$ cat src/tdtm_pkg.sv
// Constants shared by the dual 8-bit timer/event counter block
package tdtm_pkg;
    localparam int          DATA_W            = 8;
    localparam int          ADDR_W            = 16;
    localparam int          SRC_W             = 4;
    localparam int          DIV_W             = 12;
    localparam int          EXP_W             = 4;
    localparam int          NUM_RATES         = 13;

    localparam logic [15:0] ADDR_MATCH_A      = 16'hff50;
    localparam logic [15:0] ADDR_COUNT_A      = 16'hff51;
    localparam logic [15:0] ADDR_SRC_A        = 16'hff52;
    localparam logic [15:0] ADDR_MODE_A       = 16'hff53;
    localparam logic [15:0] ADDR_MATCH_B      = 16'hff54;
    localparam logic [15:0] ADDR_COUNT_B      = 16'hff55;
    localparam logic [15:0] ADDR_SRC_B        = 16'hff56;
    localparam logic [15:0] ADDR_MODE_B       = 16'hff57;

    localparam logic [7:0]  MATCH_RESET       = 8'h00;
    localparam logic [7:0]  COUNT_RESET       = 8'h00;
    localparam logic [7:0]  SRC_RESET         = 8'h00;
    localparam logic [7:0]  MODE_RESET        = 8'h00;
    localparam logic [7:0]  READ_UNMAPPED     = 8'h00;

    // Mode control fields
    localparam int          MODE_RUN_BIT      = 7;
    localparam int          MODE_PWM_BIT      = 6;
    localparam int          MODE_SET_BIT      = 3;
    localparam int          MODE_CLR_BIT      = 2;
    localparam int          MODE_LVL_BIT      = 1;
    localparam int          MODE_OE_BIT       = 0;
    localparam logic [7:0]  MODE_READ_MASK    = 8'hc3;
    localparam logic [7:0]  SRC_READ_MASK     = 8'h0f;

    // Count source codes
    localparam logic [3:0]  SRC_PIN_FALL      = 4'h0;
    localparam logic [3:0]  SRC_PIN_RISE      = 4'h1;
    localparam logic [3:0]  SRC_DOUBLE        = 4'h4;
    localparam logic [3:0]  SRC_DIV_LAST      = 4'he;
    localparam logic [3:0]  SRC_SLOWEST       = 4'hf;
    localparam logic [3:0]  EXP_SLOWEST       = 4'hb;
    localparam logic [3:0]  EXP_BASE_OFFSET   = 4'h5;
endpackage

$ cat src/tdtm_channel.sv
// One 8-bit timer/event counter channel with compare, interval and PWM output
`timescale 1ns/100ps
`default_nettype none
module tdtm_channel
    import tdtm_pkg::*;
(
    input  wire logic                 i_sys_clk,
    input  wire logic                 i_sys_rst,
    input  wire logic [NUM_RATES-1:0] i_rate_tick,
    input  wire logic                 i_clock_mode_bit,
    input  wire logic [SRC_W-1:0]     i_src,
    input  wire logic [DATA_W-1:0]    i_match,
    input  wire logic [DATA_W-1:0]    i_mode,
    input  wire logic                 i_ff_set,
    input  wire logic                 i_ff_clr,
    input  wire logic                 i_event_pin,
    output logic      [DATA_W-1:0]    o_count,
    output logic                      o_irq,
    output logic                      o_timer_out,
    output logic                      o_timer_out_en
);
    logic             sync_1;
    logic             sync_2;
    logic             sync_3;
    logic             pin_edge;
    logic             int_tick;
    logic             count_en;
    logic             is_match;
    logic             external;
    logic             run;
    logic             pwm;
    logic             out_ff;
    logic [EXP_W-1:0] rate_exp;

    assign run = i_mode[MODE_RUN_BIT];
    assign pwm = i_mode[MODE_PWM_BIT];

    ////////////////////////////////////////////////////////////////////////
    // Event pin synchroniser; only sync_2 onward is looked at
    always_ff @(posedge i_sys_clk) begin
        if (i_sys_rst) begin
            sync_1 <= 1'b0;
            sync_2 <= 1'b0;
            sync_3 <= 1'b0;
        end else begin
            sync_1 <= i_event_pin;
            sync_2 <= sync_1;
            sync_3 <= sync_2;
        end
    end

    // One pulse per qualifying edge (see RULE21, see RULE12)
    assign pin_edge = (i_src == SRC_PIN_RISE) ? (sync_2 & ~sync_3) : (~sync_2 & sync_3);
    assign external = (i_src == SRC_PIN_FALL) || (i_src == SRC_PIN_RISE);

    ////////////////////////////////////////////////////////////////////////
    // Rate exponent relative to the system clock (see RULE13, see RULE14)
    always_comb begin
        rate_exp = '0;
        int_tick = 1'b0;
        if (i_src == SRC_SLOWEST) begin
            rate_exp = EXP_SLOWEST + {3'h0, ~i_clock_mode_bit};
            int_tick = i_rate_tick[rate_exp];
        end else if (i_src >= SRC_DOUBLE && i_src <= SRC_DIV_LAST) begin
            // Doubled rate with the mode bit set cannot exceed the system clock
            if (i_src == SRC_DOUBLE && i_clock_mode_bit) begin
                rate_exp = '0;
            end else begin
                rate_exp = i_src - EXP_BASE_OFFSET + {3'h0, ~i_clock_mode_bit};
            end
            int_tick = i_rate_tick[rate_exp];
        end
    end

    // Prohibited codes leave the counter idle
    assign count_en = external ? pin_edge : int_tick;
    assign is_match = (o_count == i_match);    // see RULE5

    ////////////////////////////////////////////////////////////////////////
    // Counter
    always_ff @(posedge i_sys_clk) begin
        if (i_sys_rst) begin
            o_count <= COUNT_RESET;                 // see RULE9
        end else if (!run) begin
            o_count <= COUNT_RESET;                 // see RULE20
        end else if (count_en) begin
            if (!pwm && is_match) begin
                o_count <= COUNT_RESET;             // see RULE18, see RULE19
            end else begin
                o_count <= o_count + 8'h01;         // see RULE1
            end
        end
    end

    // Match request, one cycle per counted match (see RULE3)
    always_ff @(posedge i_sys_clk) begin
        if (i_sys_rst) begin
            o_irq <= 1'b0;
        end else begin
            o_irq <= run & count_en & is_match;
        end
    end

    ////////////////////////////////////////////////////////////////////////
    // Output flip-flop: software set/clear, toggles on match when enabled
    always_ff @(posedge i_sys_clk) begin
        if (i_sys_rst) begin
            out_ff <= 1'b0;
        end else if (i_ff_set) begin
            out_ff <= 1'b1;
        end else if (i_ff_clr) begin
            out_ff <= 1'b0;
        end else if (run && !pwm && count_en && is_match && i_mode[MODE_LVL_BIT]) begin
            out_ff <= ~out_ff;
        end
    end

    // Pin output; not driven while counting pin edges (see RULE16)
    always_ff @(posedge i_sys_clk) begin
        if (i_sys_rst) begin
            o_timer_out    <= 1'b0;
            o_timer_out_en <= 1'b0;
        end else begin
            o_timer_out_en <= i_mode[MODE_OE_BIT] & ~external;
            if (pwm) begin
                // Active while count is below match: 8-bit duty (see RULE2)
                o_timer_out <= (run && (o_count < i_match)) ^ i_mode[MODE_LVL_BIT];
            end else begin
                o_timer_out <= out_ff;
            end
        end
    end
endmodule
`default_nettype wire

$ cat src/tdtm_top.sv
// Dual 8-bit timer/event counter: byte register port, prescaler, two channels
`timescale 1ns/100ps
`default_nettype none
// Contract
// RULE1 - Two independent channels, each an 8-bit up-counter with 8-bit match value.
// RULE2 - Each channel can drive 8-bit resolution PWM on its timer output.
// RULE3 - Counter equal to match value raises that channel's interrupt request.
// RULE4 - Match values load by byte writes only; word writes are ignored.
// RULE5 - Match values accept every value from zero to all ones.
// RULE6 - Reset clears both match values to zero.
// RULE7 - Software loads the match value before selecting PWM mode.
// RULE8 - Each counter reads back as a byte holding the current count.
// RULE9 - Reset clears both counters to zero.
// RULE10 - Source select written by bytes; upper nibble reads zero, lower holds code.
// RULE11 - Reset clears both source selects, choosing event pin falling edges.
// RULE12 - Code 0000 counts pin falling edges, 0001 counts rising edges.
// RULE13 - Codes 0100 to 1110 give doubled, plain, divided clocks; 1111 divides by 2^11.
// RULE14 - Internal clock is full rate with mode bit 1, half with 0.
// RULE15 - Clock mode bit is bit 0 of the oscillation mode select register.
// RULE16 - Timer output is unused while counting external pin edges.
// RULE17 - Software stops a channel before changing its source select.
// RULE18 - Interval mode clears counter on match and keeps counting.
// RULE19 - Mode control picks clear-on-match or free-running PWM per channel.
// RULE20 - Clearing run control stops counting and forces counter to zero.
// RULE21 - Pin edges are synchronised and advance the counter exactly once.
// RULE22 - Prescaler is a free-running divider giving single-cycle rate enables.
module tdtm_top
    import tdtm_pkg::*;
(
    input  wire logic                      i_sys_clk,
    input  wire logic                      i_sys_rst,
    input  wire logic [tdtm_pkg::ADDR_W-1:0] i_addr,
    input  wire logic                      i_wr,
    input  wire logic                      i_rd,
    input  wire logic                      i_word,
    input  wire logic [tdtm_pkg::DATA_W-1:0] i_wdata,
    output logic      [tdtm_pkg::DATA_W-1:0] o_rdata,
    input  wire logic                      i_osc_mode_select_bit0,
    input  wire logic                      i_event_input_a,
    input  wire logic                      i_event_input_b,
    output logic                           o_match_irq_a,
    output logic                           o_match_irq_b,
    output logic                           o_timer_output_a,
    output logic                           o_timer_output_a_en,
    output logic                           o_timer_output_b,
    output logic                           o_timer_output_b_en
);
    import tdtm_pkg::*;

    logic [DATA_W-1:0]    match_value   [2];
    logic [DATA_W-1:0]    count_value   [2];
    logic [SRC_W-1:0]     count_source  [2];
    logic [DATA_W-1:0]    mode_control  [2];
    logic [1:0]           ff_set;
    logic [1:0]           ff_clr;
    logic [1:0]           irq;
    logic [1:0]           tout;
    logic [1:0]           tout_en;
    logic [1:0]           event_in;
    logic [DIV_W-1:0]     prescale;
    logic [NUM_RATES-1:0] rate_tick;
    logic                 clock_mode_bit;
    logic [ADDR_W-1:0]    match_addr    [2];
    logic [ADDR_W-1:0]    count_addr    [2];
    logic [ADDR_W-1:0]    src_addr      [2];
    logic [ADDR_W-1:0]    mode_addr     [2];

    assign clock_mode_bit = i_osc_mode_select_bit0;   // see RULE15
    assign event_in       = {i_event_input_b, i_event_input_a};
    assign match_addr[0]  = ADDR_MATCH_A;
    assign match_addr[1]  = ADDR_MATCH_B;
    assign count_addr[0]  = ADDR_COUNT_A;
    assign count_addr[1]  = ADDR_COUNT_B;
    assign src_addr[0]    = ADDR_SRC_A;
    assign src_addr[1]    = ADDR_SRC_B;
    assign mode_addr[0]   = ADDR_MODE_A;
    assign mode_addr[1]   = ADDR_MODE_B;

    ////////////////////////////////////////////////////////////////////////
    // Free-running prescaler; all-ones in the low k bits lasts one cycle
    always_ff @(posedge i_sys_clk) begin
        if (i_sys_rst) begin
            prescale <= '0;
        end else begin
            prescale <= prescale + 12'h001;         // see RULE22
        end
    end

    assign rate_tick[0] = 1'b1;
    genvar k;
    generate
        for (k = 1; k < NUM_RATES; k++) begin : g_rate
            assign rate_tick[k] = &prescale[k-1:0]; // see RULE22
        end
    endgenerate

    ////////////////////////////////////////////////////////////////////////
    // Per-channel registers and counters
    genvar c;
    generate
        for (c = 0; c < 2; c++) begin : g_chan
            // Word accesses never load the match value (see RULE4)
            always_ff @(posedge i_sys_clk) begin
                if (i_sys_rst) begin
                    match_value[c] <= MATCH_RESET;              // see RULE6
                end else if (i_wr && !i_word && i_addr == match_addr[c]) begin
                    match_value[c] <= i_wdata;                  // see RULE5
                end
            end

            // Changing the code while running is not guarded (see RULE17)
            always_ff @(posedge i_sys_clk) begin
                if (i_sys_rst) begin
                    count_source[c] <= SRC_RESET[SRC_W-1:0];    // see RULE11
                end else if (i_wr && !i_word && i_addr == src_addr[c]) begin
                    count_source[c] <= i_wdata[SRC_W-1:0];      // see RULE10
                end
            end

            // Set/clear bits act once and are not stored
            always_ff @(posedge i_sys_clk) begin
                if (i_sys_rst) begin
                    mode_control[c] <= MODE_RESET;
                    ff_set[c]       <= 1'b0;
                    ff_clr[c]       <= 1'b0;
                end else begin
                    ff_set[c] <= 1'b0;
                    ff_clr[c] <= 1'b0;
                    if (i_wr && !i_word && i_addr == mode_addr[c]) begin
                        mode_control[c] <= i_wdata & MODE_READ_MASK; // see RULE19
                        ff_set[c] <= i_wdata[MODE_SET_BIT] & ~i_wdata[MODE_CLR_BIT];
                        ff_clr[c] <= i_wdata[MODE_CLR_BIT] & ~i_wdata[MODE_SET_BIT];
                    end
                end
            end

            tdtm_channel u_chan (
                .i_sys_clk        (i_sys_clk),
                .i_sys_rst        (i_sys_rst),
                .i_rate_tick      (rate_tick),
                .i_clock_mode_bit (clock_mode_bit),
                .i_src            (count_source[c]),
                .i_match          (match_value[c]),
                .i_mode           (mode_control[c]),
                .i_ff_set         (ff_set[c]),
                .i_ff_clr         (ff_clr[c]),
                .i_event_pin      (event_in[c]),
                .o_count          (count_value[c]),
                .o_irq            (irq[c]),
                .o_timer_out      (tout[c]),
                .o_timer_out_en   (tout_en[c])
            );
        end
    endgenerate

    ////////////////////////////////////////////////////////////////////////
    // Read port: data registered one cycle after the read strobe
    always_ff @(posedge i_sys_clk) begin
        if (i_sys_rst) begin
            o_rdata <= READ_UNMAPPED;
        end else if (i_rd) begin
            case (i_addr)
                ADDR_MATCH_A: o_rdata <= match_value[0];
                ADDR_MATCH_B: o_rdata <= match_value[1];
                ADDR_COUNT_A: o_rdata <= count_value[0];                // see RULE8
                ADDR_COUNT_B: o_rdata <= count_value[1];                // see RULE8
                ADDR_SRC_A:   o_rdata <= {4'h0, count_source[0]};       // see RULE10
                ADDR_SRC_B:   o_rdata <= {4'h0, count_source[1]};       // see RULE10
                ADDR_MODE_A:  o_rdata <= mode_control[0] & MODE_READ_MASK;
                ADDR_MODE_B:  o_rdata <= mode_control[1] & MODE_READ_MASK;
                default:      o_rdata <= READ_UNMAPPED;
            endcase
        end
    end

    // Outputs come straight from channel flops, re-registered here
    always_ff @(posedge i_sys_clk) begin
        if (i_sys_rst) begin
            o_match_irq_a       <= 1'b0;
            o_match_irq_b       <= 1'b0;
            o_timer_output_a    <= 1'b0;
            o_timer_output_a_en <= 1'b0;
            o_timer_output_b    <= 1'b0;
            o_timer_output_b_en <= 1'b0;
        end else begin
            o_match_irq_a       <= irq[0];                      // see RULE3
            o_match_irq_b       <= irq[1];                      // see RULE3
            o_timer_output_a    <= tout[0];
            o_timer_output_a_en <= tout_en[0];                  // see RULE16
            o_timer_output_b    <= tout[1];
            o_timer_output_b_en <= tout_en[1];                  // see RULE16
        end
    end
endmodule
`default_nettype wire

$ cat config.mk
export PLATFORM = sky130hd
export DESIGN_NAME = tdtm_top
export DESIGN_NICKNAME = d
export VERILOG_FILES = /design/src/tdtm_pkg.sv /design/src/tdtm_channel.sv /design/src/tdtm_top.sv
export SDC_FILE = /design/constraint.sdc
export NUM_CORES = 1
export LEC_CHECK = 0
export CORE_UTILIZATION = 45
export DETAILED_ROUTE_END_ITERATION = 6
export DONT_BUFFER_PORTS = 1
export GPL_ROUTABILITY_DRIVEN = 0
export HOLD_SLACK_MARGIN = 0.12
export PLACE_DENSITY = 0.71
export SLEW_MARGIN = 40
export SYNTH_ARGS = -nofsm -noshare
export SYNTH_HDL_FRONTEND = slang
export SYNTH_SLANG_ARGS = --single-unit
$ cat constraint.sdc
create_clock -name i_sys_clk -period 3.4 [get_ports i_sys_clk]
set_input_delay 0.17 -clock i_sys_clk [delete_from_list [all_inputs] [get_ports i_sys_clk]]
set_output_delay 0.17 -clock i_sys_clk [all_outputs]
set_load 0.01 [all_outputs]
Yosys cells after proc, flatten, opt, wreduce, memory -nomap -nowiden
Memories as Yosys holds them, arrays and structs flattened. Cells that the tools add are included.

Memory bits (writable): 32. Input bits: 32. Memory bits (read-only): 0. Memories: 3. Output and inout bits: 14. Register bits after elaboration: 60. Bits in latches: 0. Word-level logic and storage cells: 203.

Memories: match_value (words 2, bits a word 8, read ports 2, clocked after Yosys merged registers in 0, write ports 2, line tdtm_top.sv:50) `logic [DATA_W-1:0] match_value [2];`; count_source (words 2, bits a word 4, read ports 2, clocked after Yosys merged registers in 0, write ports 2, line tdtm_top.sv:52) `logic [SRC_W-1:0] count_source [2];`; mode_control (words 2, bits a word 4, read ports 2, clocked after Yosys merged registers in 0, write ports 2, line tdtm_top.sv:53) `logic [DATA_W-1:0] mode_control [2];`.

Multiplexer cells: 57. Bitwise logic cells: 35. Div/mod/pow operators: 0. Multipliers: 0. Reductions and logical operators: 47. Shift operators: 0. Eq/ne operators: 16. Order comparisons: 9. Add/subtract/negate cells: 8.

Operator list (count): $eq 16x16->1 const B (8); $pmux 8 s8 (1); $mux 4 (10); $mux 1 (39); $mux 8 (4); $logic_and 1x1->1 (23); $add 8x1->8 const B (2); $eq 8x8->1 (2); $lt 8x8->1 (2); $lt 4x5->1 const B (3); $not 1->1 (15); $add 12x1->12 const B (1); $and 1x1->1 (12); $bmux 1 s4 (3); $reduce_and 12->1 (1); $reduce_and 11->1 (1); $reduce_and 10->1 (1); $reduce_and 9->1 (1); $add 4x1->4 (2); $eq 4x1->1 const B (2); $eq 4x3->1 const B (2); $eq 4x4->1 const B (2); $ge 4x3->1 const B (2); $le 4x4->1 const B (2); 16 further kinds (31).

Logic depth before layout (Yosys ltp)
An unclocked memory read counts as a cell.

Depth after elaboration: 17. Gate-level depth with buffers: 13. Gate-level depth less buffers: 12.

Cells and area by module
Synthesis repeated with hierarchy kept, for this count alone.

Cells, all modules: 554. Area, all modules: 5579.1 um^2.

Modules (own cells, without submodules): tdtm_top (area an instance 2931.6 um^2, seq. area each 1561.5 um^2, instances 1, cells an instance 256); tdtm_channel (area an instance 1323.8 um^2, seq. area each 300.3 um^2, instances 2, cells an instance 149).

Worst setup path after synthesis
No wires, ideal clock.

Kind: reg-to-reg. Start: memory count_source[0][0]. End: register g_chan[0].u_chan.o_count[6]. Stages on the path, launching flop included: 13. Data required time: 3.330 ns. Period minus slack after synthesis: 2.718 ns. Path buffers: 1. Slack: 0.682 ns. Arrival time: 2.648 ns. Library setup time: 0.070 ns. Path through: edfxtp_1 inv_1 ha_1 ha_1 buf_4 mux2_2 o22ai_1 or3_1 and3_1 o31ai_2 nand2_2 or3_1 a21oi_1.

RTL lines: start: declaration (line tdtm_top.sv:52); end signal: assignment (line tdtm_channel.sv:90) `o_count <= o_count + 8'h01;`; end: declaration (line tdtm_channel.sv:17) `output logic [DATA_W-1:0] o_count,`.

Worst setup path after layout
Start: register prescale[0]. End: register g_chan[0].u_chan.o_count[6].

Word-level cells in the longest chain between the ends: 6. Elaborated cells on any way between the ends: 18. Those cells by class: 7 x mux; 11 x reduce/logical.

RTL lines: start: declaration (line tdtm_top.sv:60) `logic [DIV_W-1:0] prescale;`; start signal: assignment (line tdtm_top.sv:85) `prescale <= prescale + 12'h001;`; $reduce_and 12->1 (tied with other cells) (line tdtm_top.sv:93) `assign rate_tick[k] = &prescale[k-1:0];`; $bmux 1 s4 (line tdtm_channel.sv:71) `int_tick = i_rate_tick[rate_exp];`; $mux 1 (not written as such) (line tdtm_channel.sv:71); $mux 1 (line tdtm_channel.sv:64) `end else if (i_src >= SRC_DOUBLE && i_src <= SRC_DIV_LAST) begin`; $mux 1 * (line tdtm_channel.sv:61) `if (i_src == SRC_SLOWEST) begin`; $mux 1 * (line tdtm_channel.sv:76) `assign count_en = external ? pin_edge : int_tick;`.

Every way passes the cells marked *; elsewhere a longest branch is shown, timed or not. The select of a mux whose other input is x is not followed. A chain may end at the register's enable or synchronous reset.

==> out/qor.yml <==
synthesis:
  avgSynthCellArea_um2: 9.37
  netlist.top_cell.by_area: "dfxtp_1"
  yosysWarnings: 0
  synth_ff_type: "dfxtp_1"
  ys_ff_latch: 92
  synth_edf_count: 32
  ys_top_cells_by_area: "dfxtp_1 24%, edfxtp_1 19%, ha_1 6.4%"
  synth_area_um2: 5070
  synthArstFlopShare_pct: 0
  yosys.area.top_type_share_pct: 23.7
  ys_types: 68
  synth_nets: 599
  netlist_instances: 541
  synth_seq_area_share_pct: 42.6
detailed_routing:
  met3_length_um: 867
  top_layer: "met4"
  vias_per_cell: 5.97
  drt-initial-drc-count: 415
  drc_errors: 0
  wl_um: 12400
  wl_met2_um: 5290
  final_antenna_net_count: 0
  met1_length_um: 5820
  num_vias: 4165
  firstDrtPassIters: 5
  post_drt_wl_per_cell_um: 17.8
clocking:
  clock_path_buffers: 2
  cts_max_level: 3
  cts_sinks: 92
  cts_tree: "yes"
  clk_pin_slew_worst_paths_ps: 100
  clock_latency_ps: 390
  cts-root-buf: "clkbuf_8"
  cts_setup_buffers: 0
  numCtsBuffers: 9
critical_path:
  timing.critical_path.buf_inv: 0
  worstSetupPathType: "flip-flop to flip-flop"
  path_cells: "ha_1 > and3_1 > ha_1 > mux2_2 > o22ai_1 > or3_1 > and3_1 > o31ai_2 > nand2_2 > or3_1 > a21oi_1"
  critPathArrivalTime_ps: 3370
  crit_fanout: 6
  cpPeakStageDelay_ps: 470
  crit_family: "simple AND/OR/NAND/NOR gates"
  crit_path_start: "prescale[0]"
  worstSetupStartpointType: "flip-flop"
  critPathSlowestCell: "o31ai_2"
  r2r_setup_slack_ps: 340
  end_kind: "flip-flop"
  endpoint: "g_chan[0].u_chan.o_count[6]"
  worstSetupPathDepth: 11
  r2r_cells: 11
  r2r_start: "prescale[0]"
  r2r_end: "g_chan[0].u_chan.o_count[6]"
  critPathRequiredTime_ps: 3710
finish:
  final_nets: 611
  multi_input_area_um2: 2720
  regArea_um2: 2160
  diodes: 0
  mostFrequentLayoutCell: "dfxtp_1"
  area.growth.synth_to_final_pct: 10.0
  drive_above_1_share_pct: 8.60
  n_fill_cell: 974
  most-common-layout-cells: "60 x dfxtp_1, 42 x and3_1, 39 x nor2_1"
  fin_area_um2: 5580
sta:
  slew_headroom_pct: 47.3
  fin_skew_ps: 13.4
  setup_viol_count_final: 0
  rsz0062_at_grt: "no"
  fmax_ghz: 0.327
  tightest_slew_ps: 784
  tns_ps: 0
  finalCriticalPeriod_ps: 3060
  finalMaxSlewViolations: 0
  finalHoldViolCount: 0
  period_share_pct: 90.0
placed_design:
  dp_hpwl_um: 8970
  portBuffers: 0
  dpl-instance-area_um2: 5190
global_route:
  antenna_found_initial: 0
  grt.overflow.total: 0
  grt_pass1_wl_um: 19900
  grt_usage_pct: 22.6
  grt_max_degree: 48
  grt_pass1_vias: 3920
run:
  max_cap_violations: 0
floorplanning:
  die_h_um: 108
  ios: 46
  rows: 38
  die-area_um2: 11700
  die_x_um: 108
  core_area_um2: 10900
  initial_utilization_pct: 46.6
power:
  ir_drop_mv: 0.282
  powerDensity_nw_per_um2: 404
  p_leak_nw: 2.16
worst_hold_path:
  worstHoldPathType: "input pin to flip-flop"
run_status:
  status: "finished, final reports clean"
[worst reg2reg max path, delay by kind of cell (launching register included)]
| kind | cells | cell delay [ps] |
|---|---|---|
| simple gates | 5 | 1270 |
| mux | 1 | 160 |
| flops | 1 | 410 |
| fa+ha+maj | 2 | 470 |
| compound gates | 3 | 690 |
[metal layers]
| layer | up-vias | GRT usage, % |
|---|---|---|
| met1 | 1955 | 31.4 |
| met4 | 0 | 12.3 |
| li1 | 2020 | - |
| met3 | 31 | 3.98 |
| met5 | - | 0 |
| met2 | 159 | 33.1 |
[area by class of cell]
type,count,area share [%]
Multi-Input combinational cell,401,48.8
Sequential cell,92,38.8
Timing Repair Buffer,18,3.23
Tap cell,140,3.14
Clock buffer,9,2.22
Inverter,31,2.09
Clock inverter,7,1.75
[stage by stage]
step,std cells,util [%],power [mW],hold slack [ps],setup slack (ps)
2_1_floorplan,541,-,1.36,298,682
3_3_place_gp,668,47.7,1.39,245,335
3_5_place_dp,668,47.7,1.40,249,277
4_1_cts,698,51.1,2.26,126,249
5_1_grt,698,51.2,2.33,157,103
6_report,698,51.2,2.25,152,339
[synth_stat cells, types with 3 or more instances]
library cell,n
inv_1,31
nor2_1,39
ha_1,26
a32o_1,6
a21o_1,8
nand2b_1,9
a21oi_1,28
o21ai_0,22
mux2i_1,4
nor3b_1,10
dfxtp_1,60
a22oi_1,21
xor2_1,7
clkbuf_1,9
nor2_2,5
or2_2,3
o21a_1,3
a31oi_1,6
and2_1,3
or3_1,3
nor2b_1,31
edfxtp_1,32
buf_4,4
nand3_1,13
nor4_1,5
nor3_1,11
and4_1,5
mux2_2,3
nand4_1,11
nand2_1,29
a211oi_1,4
and3_1,42
[timing repair]
action / in CTS / in global routing
hold buffers: 14 / 0
setup endpoints to repair: 0 / 1
gates resized for setup: 0 / 1
hold endpoints to repair: 99 / 0
[cells by family after synthesis]
group | count (synthesis) | share of synthesized area (%)
AO/OA/AOI/OAI | 123 | 16.5
XOR/XNOR | 9 | 1.55
adder cells (fa/ha/maj) | 26 | 6.42
buffers and inverters | 48 | 3.90
flip-flops | 92 | 42.6
multiplexers | 7 | 1.46
AND/OR/NAND/NOR | 236 | 27.5
[sequential cells by signal, summed over array words and instances (netlist names), 2 cells and up]
register,flops
g_chan.u_chan.o_timer_out,2
g_chan.u_chan.sync_2,2
ff_clr,2
ff_set,2
g_chan.u_chan.o_timer_out_en,2
count_source,8
g_chan.u_chan.out_ff,2
g_chan.u_chan.sync_3,2
mode_control,8
g_chan.u_chan.sync_1,2
g_chan.u_chan.o_count,16
match_value,16
o_rdata,8
g_chan.u_chan.o_irq,2
prescale,12
[worst min path at each step]
stage                                from                      end  slack, ps  cells past startpoint
after floorplan           i_event_input_a  g_chan[0].u_chan.sync_1        300                      1
after CTS                       i_addr[0]                ff_clr[1]        130                      4
final                           i_addr[0]                ff_clr[1]        150                      4
after global placement          i_sys_rst               o_rdata[6]        250                      1
after global routing            i_addr[2]       count_source[0][0]        160                      2
after detailed placement        i_sys_rst               o_rdata[6]        250                      1
[power breakdown]
part	switching, mW	internal [mW]
logic	0.122	0.0825
clock network	0.427	0.418
registers	0.0346	1.17
total	0.583	1.67
No activity file was read; power rests on OpenSTA's default activity.
